### src/pmd_pkg.sv
// Package of constants for the PCI bus-master DMA controller.
// What this block does
// - Win bus arbitration before any transaction.
// - Assert frame with address and command.
// - Target side paces data phases after address.
// - Deassert frame when word count runs out.
// - One transfer moves up to 4 kB.
// - Intack 0000, I/O read 0010, write 0011.
// - Memory 0110/0111, configuration 1010/1011.
// - Whole transfer attempted as one burst.
// - Retry or disconnect resumes from last good word.
// - No device select or target abort terminates.
// - Error field: none, master, parity, target abort.
// - Three 32-bit registers clear on reset.
// - Start address low two bits read zero.
// - Address registers advance when autoincrement option set.
// - RAM address bits above backend width read zero.
// - Done bit set at end, written 0 clears.
// - Direction bit: 1 PCI to RAM, 0 RAM to PCI.
// - Request bit stays set until completion, abort or a write of 0 while idle.
// - No transfer unless enable bit set.
// - Length field counts words down; zero means 1024 words.
// - Cycle type: memory, configuration, intack, I/O.
// - Completion sets status; write 1 clears; enable gates.
package pmd_pkg;
	localparam logic [7:0] OFF_PCI_ADDR = 8'h00;
	localparam logic [7:0] OFF_RAM_ADDR = 8'h04;
	localparam logic [7:0] OFF_CONTROL = 8'h08;
	localparam logic [31:0] REG_RESET = 32'h0000_0000;
	localparam logic [31:0] DWORD_MASK = 32'hFFFF_FFFC;
	localparam int CTL_ERR_LSB = 0;
	localparam int CTL_DONE = 2;
	localparam int CTL_DIR = 3;
	localparam int CTL_REQ = 4;
	localparam int CTL_EN = 5;
	localparam int CTL_IST = 6;
	localparam int CTL_IEN = 7;
	localparam int CTL_CYC_LSB = 11;
	localparam int CTL_LEN_LSB = 18;
	localparam logic [1:0] ERR_NONE = 2'h0;
	localparam logic [1:0] ERR_MASTER = 2'h1;
	localparam logic [1:0] ERR_PARITY = 2'h2;
	localparam logic [1:0] ERR_TARGET = 2'h3;
	localparam logic [2:0] CYC_MEMORY = 3'h0;
	localparam logic [2:0] CYC_CONFIG = 3'h1;
	localparam logic [2:0] CYC_INTACK = 3'h2;
	localparam logic [2:0] CYC_IO = 3'h4;
	localparam logic [3:0] CMD_INTACK = 4'h0;
	localparam logic [3:0] CMD_IO_RD = 4'h2;
	localparam logic [3:0] CMD_IO_WR = 4'h3;
	localparam logic [3:0] CMD_MEM_RD = 4'h6;
	localparam logic [3:0] CMD_MEM_WR = 4'h7;
	localparam logic [3:0] CMD_CFG_RD = 4'hA;
	localparam logic [3:0] CMD_CFG_WR = 4'hB;
	localparam logic [3:0] BYTE_EN_ALL = 4'h0;
	localparam logic [10:0] MAX_WORDS = 11'h400;
	localparam logic [2:0] MABORT_CLKS = 3'h5;
	localparam int BACKEND_AW_DEFAULT = 24;
	typedef enum logic [2:0] {ST_IDLE, ST_REQ, ST_ADDR, ST_DATA, ST_TURN} pmd_state_type;
endpackage

### src/pmd_dma.sv
// PCI bus-master DMA controller with AHB-Lite register access.
`timescale 1ns/1ns
`default_nettype none
module pmd_dma
	import pmd_pkg::*;
#(
	parameter int backend_address_width = BACKEND_AW_DEFAULT,
	parameter bit address_autoincrement_option = 1'b1
) (
	// Clock and reset.
	input wire logic clk,
	input wire logic rst,
	// AHB-Lite register slave.
	input wire logic hsel,
	input wire logic [31:0] haddr,
	input wire logic [1:0] htrans,
	input wire logic hwrite,
	input wire logic [2:0] hsize,
	input wire logic [31:0] hwdata,
	input wire logic hready,
	output logic [31:0] hrdata,
	output logic hreadyout,
	output logic hresp,
	// PCI arbitration.
	output logic req_n,
	input wire logic gnt_n,
	// PCI frame and initiator ready, three signals each.
	input wire logic frame_n_i,
	output logic frame_n_o,
	output logic frame_oe,
	input wire logic irdy_n_i,
	output logic irdy_n_o,
	output logic irdy_oe,
	// PCI address/data and command/byte enables.
	input wire logic [31:0] ad_i,
	output logic [31:0] ad_o,
	output logic ad_oe,
	output logic [3:0] cbe_o,
	output logic cbe_oe,
	// PCI target responses.
	input wire logic devsel_n,
	input wire logic trdy_n,
	input wire logic stop_n,
	input wire logic perr_n,
	// Local RAM backend.
	output logic [backend_address_width-1:0] be_addr,
	output logic [31:0] be_wdata,
	output logic be_we,
	input wire logic [31:0] be_rdata,
	// DMA completion interrupt.
	output logic dma_irq
);

	generate
		if (backend_address_width < 3 || backend_address_width > 32) begin : g_bad_width
			$error("backend_address_width must lie between 3 and 32");
		end
	endgenerate

	localparam logic [63:0] RA_SPAN = (64'h1 << backend_address_width) - 64'h1;
	localparam logic [31:0] RA_MASK = RA_SPAN[31:0] & DWORD_MASK;

	// Register bus state.
	logic wr_pend_q;
	logic rd_pend_q;
	logic [7:0] adr_q;
	logic hreadyout_q;
	logic [31:0] hrdata_q;
	// Software registers.
	logic [31:0] pa_q;
	logic [31:0] ra_q;
	logic [1:0] err_q;
	logic done_q;
	logic dir_q;
	logic req_q;
	logic en_q;
	logic ist_q;
	logic ien_q;
	logic [2:0] cyc_q;
	logic [9:0] len_q;
	logic irq_q;
	// Bus engine state.
	pmd_state_type st_q;
	logic [29:0] pci_cur_q;
	logic [29:0] ram_cur_q;
	logic [10:0] wl_q;
	logic [3:0] cmd_q;
	logic dsel_seen_q;
	logic [2:0] dcnt_q;
	logic resume_q;
	// Pin registers.
	logic req_n_q;
	logic frame_n_q;
	logic frame_oe_q;
	logic irdy_n_q;
	logic irdy_oe_q;
	logic [31:0] ad_o_q;
	logic ad_oe_q;
	logic [3:0] cbe_o_q;
	logic cbe_oe_q;
	logic [backend_address_width-1:0] be_addr_q;
	logic [31:0] be_wdata_q;
	logic be_we_q;

	logic ap_take;
	logic wr_pa;
	logic wr_ra;
	logic wr_ct;
	logic [31:0] ctl_rd;
	logic [10:0] wl_init;
	logic in_data;
	logic xfer;
	logic finish_ok;
	logic stop_seen;
	logic tabort;
	logic mabort;
	logic ev_abort;
	logic ev_end;

	function automatic logic [3:0] cmd_of(input logic [2:0] cyc, input logic dir);
		logic [3:0] c;
		c = CMD_MEM_WR;
		unique case (cyc)
			CYC_CONFIG: c = dir ? CMD_CFG_RD : CMD_CFG_WR;
			CYC_INTACK: c = CMD_INTACK;
			CYC_IO: c = dir ? CMD_IO_RD : CMD_IO_WR;
			default: c = dir ? CMD_MEM_RD : CMD_MEM_WR;
		endcase
		return c;
	endfunction

	function automatic logic [backend_address_width-1:0] be_of(input logic [29:0] w);
		logic [31:0] b;
		b = {w, 2'b00};
		return b[backend_address_width-1:0];
	endfunction

	assign hrdata = hrdata_q;
	assign hreadyout = hreadyout_q;
	assign hresp = 1'b0;
	assign req_n = req_n_q;
	assign frame_n_o = frame_n_q;
	assign frame_oe = frame_oe_q;
	assign irdy_n_o = irdy_n_q;
	assign irdy_oe = irdy_oe_q;
	assign ad_o = ad_o_q;
	assign ad_oe = ad_oe_q;
	assign cbe_o = cbe_o_q;
	assign cbe_oe = cbe_oe_q;
	assign be_addr = be_addr_q;
	assign be_wdata = be_wdata_q;
	assign be_we = be_we_q;
	assign dma_irq = irq_q;

	assign ap_take = hsel && htrans[1] && hready;
	assign wr_pa = wr_pend_q && adr_q == OFF_PCI_ADDR;
	assign wr_ra = wr_pend_q && adr_q == OFF_RAM_ADDR;
	assign wr_ct = wr_pend_q && adr_q == OFF_CONTROL;

	always_comb begin
		ctl_rd = REG_RESET;
		ctl_rd[CTL_ERR_LSB +: 2] = err_q;
		ctl_rd[CTL_DONE] = done_q;
		ctl_rd[CTL_DIR] = dir_q;
		ctl_rd[CTL_REQ] = req_q;
		ctl_rd[CTL_EN] = en_q;
		ctl_rd[CTL_IST] = ist_q;
		ctl_rd[CTL_IEN] = ien_q;
		ctl_rd[CTL_CYC_LSB +: 3] = cyc_q;
		ctl_rd[CTL_LEN_LSB +: 10] = len_q;
	end

	// Reads take one wait state so that a write just before is always seen.
	always_ff @(posedge clk) begin
		if (rst) begin
			wr_pend_q <= 1'b0;
			rd_pend_q <= 1'b0;
			adr_q <= 8'h00;
			hreadyout_q <= 1'b1;
			hrdata_q <= REG_RESET;
		end else begin
			wr_pend_q <= ap_take && hwrite;
			rd_pend_q <= ap_take && !hwrite;
			hreadyout_q <= !(ap_take && !hwrite);
			if (ap_take) begin
				adr_q <= haddr[7:0];
			end
			if (rd_pend_q) begin
				unique case (adr_q)
					OFF_PCI_ADDR: hrdata_q <= pa_q;
					OFF_RAM_ADDR: hrdata_q <= ra_q;
					OFF_CONTROL: hrdata_q <= ctl_rd;
					default: hrdata_q <= REG_RESET;
				endcase
			end
		end
	end

	assign wl_init = (len_q == 10'h000) ? MAX_WORDS : {1'b0, len_q};
	assign in_data = st_q == ST_DATA;
	assign xfer = in_data && !trdy_n;
	assign finish_ok = xfer && wl_q == 11'h001;
	assign stop_seen = in_data && !stop_n;
	assign tabort = stop_seen && devsel_n && dsel_seen_q;
	assign mabort = in_data && !dsel_seen_q && devsel_n && dcnt_q == MABORT_CLKS - 3'h1;
	assign ev_abort = tabort || mabort;
	assign ev_end = finish_ok || stop_seen || mabort;

	// Start address registers: DWORD aligned, optionally tracking the transfer.
	always_ff @(posedge clk) begin
		if (rst) begin
			pa_q <= REG_RESET;
			ra_q <= REG_RESET;
		end else begin
			if (wr_pa) begin
				pa_q <= hwdata & DWORD_MASK;
			end
			if (wr_ra) begin
				ra_q <= hwdata & RA_MASK;
			end
			if (address_autoincrement_option && xfer) begin
				pa_q <= {pci_cur_q + 30'h1, 2'b00};
				ra_q <= {ram_cur_q + 30'h1, 2'b00} & RA_MASK;
			end
		end
	end

	// Control register; hardware events win over a software write in the same cycle.
	always_ff @(posedge clk) begin
		if (rst) begin
			err_q <= ERR_NONE;
			done_q <= 1'b0;
			dir_q <= 1'b0;
			req_q <= 1'b0;
			en_q <= 1'b0;
			ist_q <= 1'b0;
			ien_q <= 1'b0;
			cyc_q <= CYC_MEMORY;
			len_q <= 10'h000;
		end else begin
			if (wr_ct) begin
				err_q <= hwdata[CTL_ERR_LSB +: 2];
				done_q <= done_q && hwdata[CTL_DONE];
				dir_q <= hwdata[CTL_DIR];
				if (hwdata[CTL_REQ]) begin
					req_q <= 1'b1;
				end else if (st_q == ST_IDLE) begin
					req_q <= 1'b0;
				end
				en_q <= hwdata[CTL_EN];
				if (hwdata[CTL_IST]) begin
					ist_q <= 1'b0;
				end
				ien_q <= hwdata[CTL_IEN];
				cyc_q <= hwdata[CTL_CYC_LSB +: 3];
				len_q <= hwdata[CTL_LEN_LSB +: 10];
			end
			if (xfer) begin
				len_q <= len_q - 10'h001;
			end
			if (in_data && !perr_n) begin
				err_q <= ERR_PARITY;
			end
			if (mabort) begin
				err_q <= ERR_MASTER;
			end
			if (tabort) begin
				err_q <= ERR_TARGET;
			end
			if (finish_ok || ev_abort) begin
				done_q <= 1'b1;
				ist_q <= 1'b1;
				req_q <= 1'b0;
			end
		end
	end

	always_ff @(posedge clk) begin
		if (rst) begin
			irq_q <= 1'b0;
		end else begin
			irq_q <= ist_q && ien_q;
		end
	end

	// Bus engine: arbitration, address phase, data phases and turnaround.
	always_ff @(posedge clk) begin
		if (rst) begin
			st_q <= ST_IDLE;
			pci_cur_q <= 30'h0;
			ram_cur_q <= 30'h0;
			wl_q <= 11'h000;
			cmd_q <= CMD_MEM_WR;
			dsel_seen_q <= 1'b0;
			dcnt_q <= 3'h0;
			resume_q <= 1'b0;
			req_n_q <= 1'b1;
			frame_n_q <= 1'b1;
			frame_oe_q <= 1'b0;
			irdy_n_q <= 1'b1;
			irdy_oe_q <= 1'b0;
			ad_o_q <= 32'h0000_0000;
			ad_oe_q <= 1'b0;
			cbe_o_q <= BYTE_EN_ALL;
			cbe_oe_q <= 1'b0;
			be_addr_q <= '0;
			be_wdata_q <= 32'h0000_0000;
			be_we_q <= 1'b0;
		end else begin
			be_we_q <= 1'b0;
			unique case (st_q)
				ST_IDLE: begin
					frame_oe_q <= 1'b0;
					irdy_oe_q <= 1'b0;
					if (req_q && en_q) begin
						pci_cur_q <= pa_q[31:2];
						ram_cur_q <= ra_q[31:2];
						wl_q <= wl_init;
						cmd_q <= cmd_of(cyc_q, dir_q);
						be_addr_q <= be_of(ra_q[31:2]);
						req_n_q <= 1'b0;
						st_q <= ST_REQ;
					end
				end
				ST_REQ: begin
					frame_oe_q <= 1'b0;
					irdy_oe_q <= 1'b0;
					req_n_q <= 1'b0;
					be_addr_q <= be_of(ram_cur_q);
					if (!gnt_n && frame_n_i && irdy_n_i) begin
						req_n_q <= 1'b1;
						frame_n_q <= 1'b0;
						frame_oe_q <= 1'b1;
						irdy_n_q <= 1'b1;
						irdy_oe_q <= 1'b1;
						ad_o_q <= {pci_cur_q, 2'b00};
						ad_oe_q <= 1'b1;
						cbe_o_q <= cmd_q;
						cbe_oe_q <= 1'b1;
						st_q <= ST_ADDR;
					end
				end
				ST_ADDR: begin
					frame_n_q <= wl_q == 11'h001;
					irdy_n_q <= 1'b0;
					cbe_o_q <= BYTE_EN_ALL;
					ad_oe_q <= cmd_q[0];
					ad_o_q <= be_rdata;
					be_addr_q <= be_of(ram_cur_q + 30'h1);
					dsel_seen_q <= 1'b0;
					dcnt_q <= 3'h0;
					st_q <= ST_DATA;
				end
				ST_DATA: begin
					if (!devsel_n) begin
						dsel_seen_q <= 1'b1;
					end else if (!dsel_seen_q) begin
						dcnt_q <= dcnt_q + 3'h1;
					end
					if (xfer) begin
						pci_cur_q <= pci_cur_q + 30'h1;
						ram_cur_q <= ram_cur_q + 30'h1;
						wl_q <= wl_q - 11'h001;
						if (cmd_q[0]) begin
							ad_o_q <= be_rdata;
							be_addr_q <= be_of(ram_cur_q + 30'h2);
						end else begin
							be_wdata_q <= ad_i;
							be_addr_q <= be_of(ram_cur_q);
							be_we_q <= 1'b1;
						end
						frame_n_q <= wl_q <= 11'h002;
					end
					if (ev_end) begin
						frame_n_q <= 1'b1;
						irdy_n_q <= 1'b1;
						ad_oe_q <= 1'b0;
						cbe_oe_q <= 1'b0;
						resume_q <= !finish_ok && !ev_abort;
						st_q <= ST_TURN;
					end
				end
				ST_TURN: begin
					frame_oe_q <= 1'b0;
					irdy_oe_q <= 1'b0;
					if (resume_q) begin
						req_n_q <= 1'b0;
						st_q <= ST_REQ;
					end else begin
						st_q <= ST_IDLE;
					end
				end
			endcase
		end
	end

	a_arb_before_frame: assert property (@(posedge clk) disable iff (rst)
		$rose(frame_oe_q) |-> $past(!gnt_n) && $past(st_q) == ST_REQ)
		else $error("frame driven without grant");

	a_addr_phase_drive: assert property (@(posedge clk) disable iff (rst)
		st_q == ST_ADDR |-> !frame_n_q && ad_oe_q && cbe_oe_q && cbe_o_q == cmd_q && ad_o_q == {pci_cur_q, 2'b00})
		else $error("address phase not driven");

	a_data_follows: assert property (@(posedge clk) disable iff (rst)
		st_q == ST_ADDR |=> st_q == ST_DATA && !irdy_n_q && cbe_o_q == BYTE_EN_ALL)
		else $error("no data phase after address");

	a_frame_last_word: assert property (@(posedge clk) disable iff (rst)
		in_data && wl_q == 11'h001 |-> frame_n_q)
		else $error("frame held on last word");

	a_io_cmd_codes: assert property (@(posedge clk) disable iff (rst)
		st_q == ST_REQ && cyc_q == CYC_IO && $past(st_q) == ST_IDLE |-> cmd_q == (dir_q ? CMD_IO_RD : CMD_IO_WR))
		else $error("wrong I/O command code");

	a_mem_cmd_codes: assert property (@(posedge clk) disable iff (rst)
		st_q == ST_REQ && cyc_q == CYC_MEMORY && $past(st_q) == ST_IDLE |-> cmd_q == (dir_q ? CMD_MEM_RD : CMD_MEM_WR))
		else $error("wrong memory command code");

	a_retry_resumes: assert property (@(posedge clk) disable iff (rst)
		stop_seen && !tabort && !finish_ok |=> ##1 st_q == ST_REQ && !req_n_q)
		else $error("retry did not rearbitrate");

	a_master_abort: assert property (@(posedge clk) disable iff (rst)
		mabort |=> err_q == ERR_MASTER && done_q && !req_q ##1 st_q == ST_IDLE && !frame_oe_q)
		else $error("master abort not handled");

	a_target_abort: assert property (@(posedge clk) disable iff (rst)
		tabort |=> err_q == ERR_TARGET && done_q && !req_q ##1 st_q == ST_IDLE && !frame_oe_q)
		else $error("target abort not handled");

	a_regs_cleared: assert property (@(posedge clk)
		$past(rst) && !rst |-> pa_q == REG_RESET && ra_q == REG_RESET && ctl_rd == REG_RESET)
		else $error("registers not clear after reset");

	a_addr_align: assert property (@(posedge clk) disable iff (rst)
		pa_q[1:0] == 2'b00 && ra_q[1:0] == 2'b00 && (ra_q & ~RA_MASK) == 32'h0000_0000)
		else $error("address register bits out of range");

	a_done_on_finish: assert property (@(posedge clk) disable iff (rst)
		finish_ok |=> done_q && ist_q && !req_q)
		else $error("done not set at completion");

	a_req_held: assert property (@(posedge clk) disable iff (rst)
		st_q != ST_IDLE && req_q && !finish_ok && !ev_abort |=> req_q)
		else $error("request dropped while busy");

	a_need_enable: assert property (@(posedge clk) disable iff (rst)
		st_q == ST_IDLE && !en_q |=> st_q == ST_IDLE)
		else $error("transfer started while disabled");

	a_irq_gate: assert property (@(posedge clk) disable iff (rst)
		dma_irq |-> $past(ist_q) && $past(ien_q))
		else $error("interrupt without enabled status");

endmodule // pmd_dma
`default_nettype wire

### config.mk
export PLATFORM = sky130hd
export DESIGN_NAME = pmd_dma
export DESIGN_NICKNAME = d
export VERILOG_FILES = /design/src/pmd_pkg.sv /design/src/pmd_dma.sv
export SDC_FILE = /design/constraint.sdc
export NUM_CORES = 1
export LEC_CHECK = 0
export BUFFER_PORTS_ARGS = -buffer_cell sky130_fd_sc_hd__buf_4
export CORE_MARGIN = 2
export CORE_UTILIZATION = 40
export CTS_BUF_LIST = sky130_fd_sc_hd__clkbuf_8
export DETAILED_ROUTE_END_ITERATION = 10
export PLACE_DENSITY = 0.72
export SLEW_MARGIN = 10
export SYNTH_ARGS = -nofsm -noshare
export SYNTH_HDL_FRONTEND = slang
export SYNTH_SLANG_ARGS = --single-unit
### constraint.sdc
create_clock -name clk -period 3 [get_ports clk]
set_input_delay 0.6 -clock clk [delete_from_list [all_inputs] [get_ports clk]]
set_output_delay 0.6 -clock clk [all_outputs]
set_load 0.01 [all_outputs]
==> Yosys cells after proc, flatten, opt, wreduce, memory -nomap -nowiden <==
Index checks and enable logic that the tools add are counted.
Widths: inputs -> output; s select.
{ "totals": {"ff_bits": 299} }
{ "op_classes": {"addsub": 6, "magnitude_cmp": 1, "eq_ne": 21, "bitwise": 3, "mux": 68, "n_reduce_logical": 72} }
{ "op_table": {"columns": ["cell", "n"], "rows": [
  ["$pmux 32 s3", 2],
  ["$mux 32", 5],
  ["$mux 24", 5],
  ["$mux 30", 4],
  ["$pmux 30 s2", 2],
  ["$pmux 24 s4", 1],
  ["$add 30x1->30 const B", 2],
  ["$mux 11", 3],
  ["$reduce_and 3->1", 9],
  ["$add 22x2->22 const B", 1],
  ["$logic_and 1x1->1", 22],
  ["$mux 1", 22],
  ["$pmux 11 s2", 1],
  ["$reduce_bool 2->1", 11],
  ["$mux 10", 2],
  ["$mux 3", 5],
  ["$pmux 3 s5", 1],
  ["$ne 2x2->1 const B", 6],
  ["$pmux 1 s3", 4],
  ["$pmux 4 s3", 1],
  ["$reduce_and 2->1", 6],
  ["$eq 11x1->1 const B", 1],
  ["$le 11x2->1 const B", 1],
  ["$sub 11x1->11 const B", 1],
  ["other kinds (25)", 53]
]} }

==> Depth between registers and ports, before layout <==
{ "depth": {"ltp_word": 8, "depth_mapped": 10, "ltp_nobuf": 8} }

==> Worst setup path before layout <==
No wires, ideal clock.
{ "synth_timing": {"path_kind": "reg2reg", "startpoint": "register ram_cur_q[1]", "endpoint": "register be_addr_q[22] (netlist: be_addr[22])", "setup_slack_ns": 0.750, "n_path_buf": 1, "period_less_slack_ns": 2.250, "path_stages_with_launch": 9, "setup_time_ns": 0.132, "required_ns": 2.868, "t_arrival_ns": 2.118, "path_cell_list": "dfxtp_1 ha_1 and3_1 clkbuf_1 nand4_1 nor3_1 xor2_1 a2111oi_0 o21ai_0"} }
{ "synth_via": {"elab_chain_cells": 4} }
{ "synth_lines": {"columns": ["item", "line_no", "text"], "rows": [
  ["from (decl)", "pmd_dma.sv:85", "logic [29:0] ram_cur_q;"],
  ["from (signal assigned)", "pmd_dma.sv:317", "ram_cur_q <= ra_q[31:2];"],
  ["from (signal assigned)", "pmd_dma.sv:362", "ram_cur_q <= ram_cur_q + 30'h1;"],
  ["$add 22x2->22", "pmd_dma.sv:366", "be_addr_q <= be_of(ram_cur_q + 30'h2);"],
  ["$mux 24", "pmd_dma.sv:364", "if (cmd_q[0]) begin"],
  ["$mux 24", "pmd_dma.sv:360", "if (xfer) begin"],
  ["$pmux 24 s4 *", "pmd_dma.sv:311", "unique case (st_q)"],
  ["to (signal assigned)", "pmd_dma.sv:320", "be_addr_q <= be_of(ra_q[31:2]);"],
  ["to (signal assigned)", "pmd_dma.sv:366", null],
  ["to (signal assigned)", "pmd_dma.sv:369", "be_addr_q <= be_of(ram_cur_q);"],
  ["to (decl)", "pmd_dma.sv:101", "logic [backend_address_width-1:0] be_addr_q;"]
]} }
Every way passes the cells marked *; elsewhere a longest branch is shown, timed or not. The select of a mux whose other input is x is not followed.
A chain may end at the register's enable or synchronous reset.

==> Worst setup path in the final report <==
{ "layout_timing": {"startpoint": "register pci_cur_q[0]", "endpoint": "register pci_cur_q[24]"} }
{ "layout_via": {"elab_chain_cells": 3} }
{ "layout_lines": {"columns": ["item", "line_no", "text"], "rows": [
  ["from (decl)", "pmd_dma.sv:84", "logic [29:0] pci_cur_q;"],
  ["from (signal assigned)", "pmd_dma.sv:316", "pci_cur_q <= pa_q[31:2];"],
  ["from (signal assigned)", "pmd_dma.sv:361", "pci_cur_q <= pci_cur_q + 30'h1;"],
  ["$add 30x1->30", "pmd_dma.sv:361", null],
  ["$mux 30", "pmd_dma.sv:360", null],
  ["$pmux 30 s2", "pmd_dma.sv:311", null]
]} }
Every way passes these cells. The select of a mux whose other input is x is not followed.

==> out/qor.yml <==
finalInstanceArea_um2: 18100
cp-start-kind: "flop"
regArea_um2: 5790
core_um2: 35700
utilization_pct: 50.6
crit_type: "reg -> reg"
cts_max_level: 2
maxSlewViolCount: 0
maxCapViolations: 0
status: "finished clean"
hold_viol: 0
placed_cell_area_um2: 17000
crit_chain: "ha_1, and3_1, nand2_1, nor3_2, nand4_1, or3_1, a31oi_1"
yosys_warnings: 0
synth_area_um2: 14600
nets: 2194
synth_common_cells: "289 x dfxtp_1, 230 x nor2_1, 205 x nand2_1"
tns_ns: 0
ys_async_sr_fraction_pct: 0
area_delta_synth_final_pct: 24.0
rsz0062_at_grt: "false"
synth_edf_count: 0
post-synth-top-area-fraction_pct: 39.7
synth.avg_cell_area_um2: 7.94
placementRows: 69
holdWs_ns: 0.212
end_kind: "flop"
synth_most_common_cell: "dfxtp_1"
syn-instance-count: 1835
synth.area.top_cells: "dfxtp_1 40%, a211oi_1 6.2%, nor2_1 5.9%"
gp_congestion: 0.917
hp-class: "in -> reg"
dieHeight_um: 195
ys_types: 69
vias: 14700
dp_hpwl_um: 35300
overflow: 0
worst_pin_slew_ns: 0.772
cts_buffers: 52
leakage_nw: 6.72
drive_above_1_share_pct: 21.3
cts-root-buf: "clkbuf_8"
cts_tree: "yes"
fin_skew_ns: 0.0391
cts_buffer_depth: 3
synthFlopType: "dfxtp_1"
portBuffers: 248
clock-sinks: 289
ys_ff_latch: 289
cp_max_fo: 7
ctsResizeCount: 0
start_util_pct: 40.8
io_pins: 280
critPathArrivalTime_ns: 3.18
drtAntennaViolNets: 0
synth.largest_area_cell: "dfxtp_1"
power_mw: 7.99
grt_max_degree: 112
peakVddDrop_mv: 0.322
grt_pass1_vias: 13800
setup_viol: 0
grt_use_total_pct: 25.7
cts.reportedPaths.clkPinSlew_ns: 0.06
wl_um: 50400
clock_latency_ns: 0.64
crit_buf_inv: 0
period_needed_ns: 2.63
grt_pass1_wl_um: 77800
multi_input_comb_area_um2: 8070
drt_iter0_drc: 1598
drc: 0
fillers: 3521
worstPathRequired_ns: 3.55
crit_family: "simple AND/OR/NAND/NOR gates"
wl_per_cell_um: 19.8
ys_seq_area_share_pct: 39.7
fp.dieW_um: 195
dr.pass1.iters: 6
maxSlewHeadroom_pct: 48.3
postCtsSetupBuffers: 0
fmax_mhz: 380
period_share_pct: 87.7
cpMaxStageDelayCell: "dfxtp_1"
vias_per_cell: 5.79
cts_hold_buf: 0
antenna_found_initial: 0
antennaDiodeCount: 0
powerDensity_nw_per_um2: 442
max_stage_delay_ns: 0.53
dieArea_um2: 38000
cell usage in the layout, fill, tap and decap left out, types with 6 or more instances in the layout:
| cell | n |
|---|---|
| buf_4 | 316 |
| dfxtp_1 | 289 |
| nor2_1 | 227 |
| nand2_1 | 205 |
| a21oi_1 | 147 |
| a211oi_1 | 119 |
| o21ai_0 | 92 |
| mux2i_1 | 73 |
| clkbuf_8 | 71 |
| nand3_1 | 56 |
| a22oi_1 | 48 |
| inv_1 | 38 |
| nor3_1 | 35 |
| xor2_1 | 30 |
| nor2b_1 | 27 |
| xnor2_1 | 27 |
| and3_1 | 26 |
| a31oi_1 | 20 |
| nand4_1 | 18 |
| mux2_2 | 18 |
| or3_1 | 14 |
| o31ai_1 | 11 |
| nor4_1 | 10 |
| and4_1 | 9 |
| ha_1 | 9 |
| a22o_1 | 8 |
| clkinv_2 | 8 |
| and2_1 | 7 |
| a221oi_1 | 7 |
| o22ai_1 | 6 |
| a21o_1 | 6 |
power breakdown:
group / switching [mW] / internal, mW / total [mW]
sequential: 0.00917 / 3.85 / 3.86
combinational: 0.175 / 0.137 / 0.312
clock: 1.74 / 2.08 / 3.82
kinds of logic (layout without fill, tap and decap cells):
| family | count (synthesis) | after routing | share of synthesized area, % |
|---|---|---|---|
| buffers and inverters | 196 | 441 | 5.33 |
| DFF | 289 | 289 | 39.7 |
| AOI/OAI and AO/OA | 526 | 526 | 23.5 |
| muxes | 91 | 91 | 6.41 |
| adders and majority gates | 9 | 9 | 0.773 |
| and+or+nand+nor | 666 | 666 | 20.8 |
| xor gates and xnor gates | 57 | 57 | 3.43 |
| other | 1 | 3 | 0.0257 |
metrics by stage:
stage | worst slack, ns | cells
floorplan | 0.750 | 1837
global placement | 0.569 | 2447
detailed placement | 0.498 | 2447
CTS | 0.451 | 2543
global route | 0.261 | 2543
finish | 0.368 | 2543
area by class of cell:
cell class	instances	share of cell area, %
Multi-Input combinational cell	1352	44.7
Sequential cell	289	32.0
Timing Repair Buffer	321	13.6
Clock buffer	70	5.33
Tap cell	461	3.19
Clock inverter	26	0.644
Inverter	24	0.498
final timing paths:
kind	startpoint	endpoint	slack (ns)	cells after the start
worst max-delay path	pci_cur_q[0]$_SDFFE_PP0P_	pci_cur_q[24]$_SDFFE_PP0P_	0.37	7
worst min-delay path	hwrite	hreadyout$_SDFF_PP1_	0.21	2
worst max register to register	pci_cur_q[0]$_SDFFE_PP0P_	pci_cur_q[24]$_SDFFE_PP0P_	0.37	7
worst min register to register	be_wdata[27]$_SDFFE_PP0P_	be_wdata[27]$_SDFFE_PP0P_	0.45	2
per-layer routing:
layer / vias up / wire, um / global-route usage (%) / share of wire (%)
met3: 111 / 4750 / 5.33 / 9.4
met1: 6923 / 22300 / 35.9 / 44
met5: - / 0 / 0 / 0
li1: 6990 / - / - / -
met4: 0 / 1570 / 9.50 / 3.1
met2: 710 / 21800 / 39.2 / 43
flip-flops by register name, summed over array words and instances, names as in the netlist, 2 cells and up:
name / cells
adr_q: 8
dcnt_q: 3
be_addr: 22
st_q: 3
be_wdata: 32
hrdata: 32
cbe_o: 4
pci_cur_q: 30
len_q: 10
wl_q: 11
ra_q: 22
cyc_q: 3
ad_o: 32
cmd_q: 4
err_q: 2
ram_cur_q: 22
pa_q: 30
(Power assumes the default switching activity.)
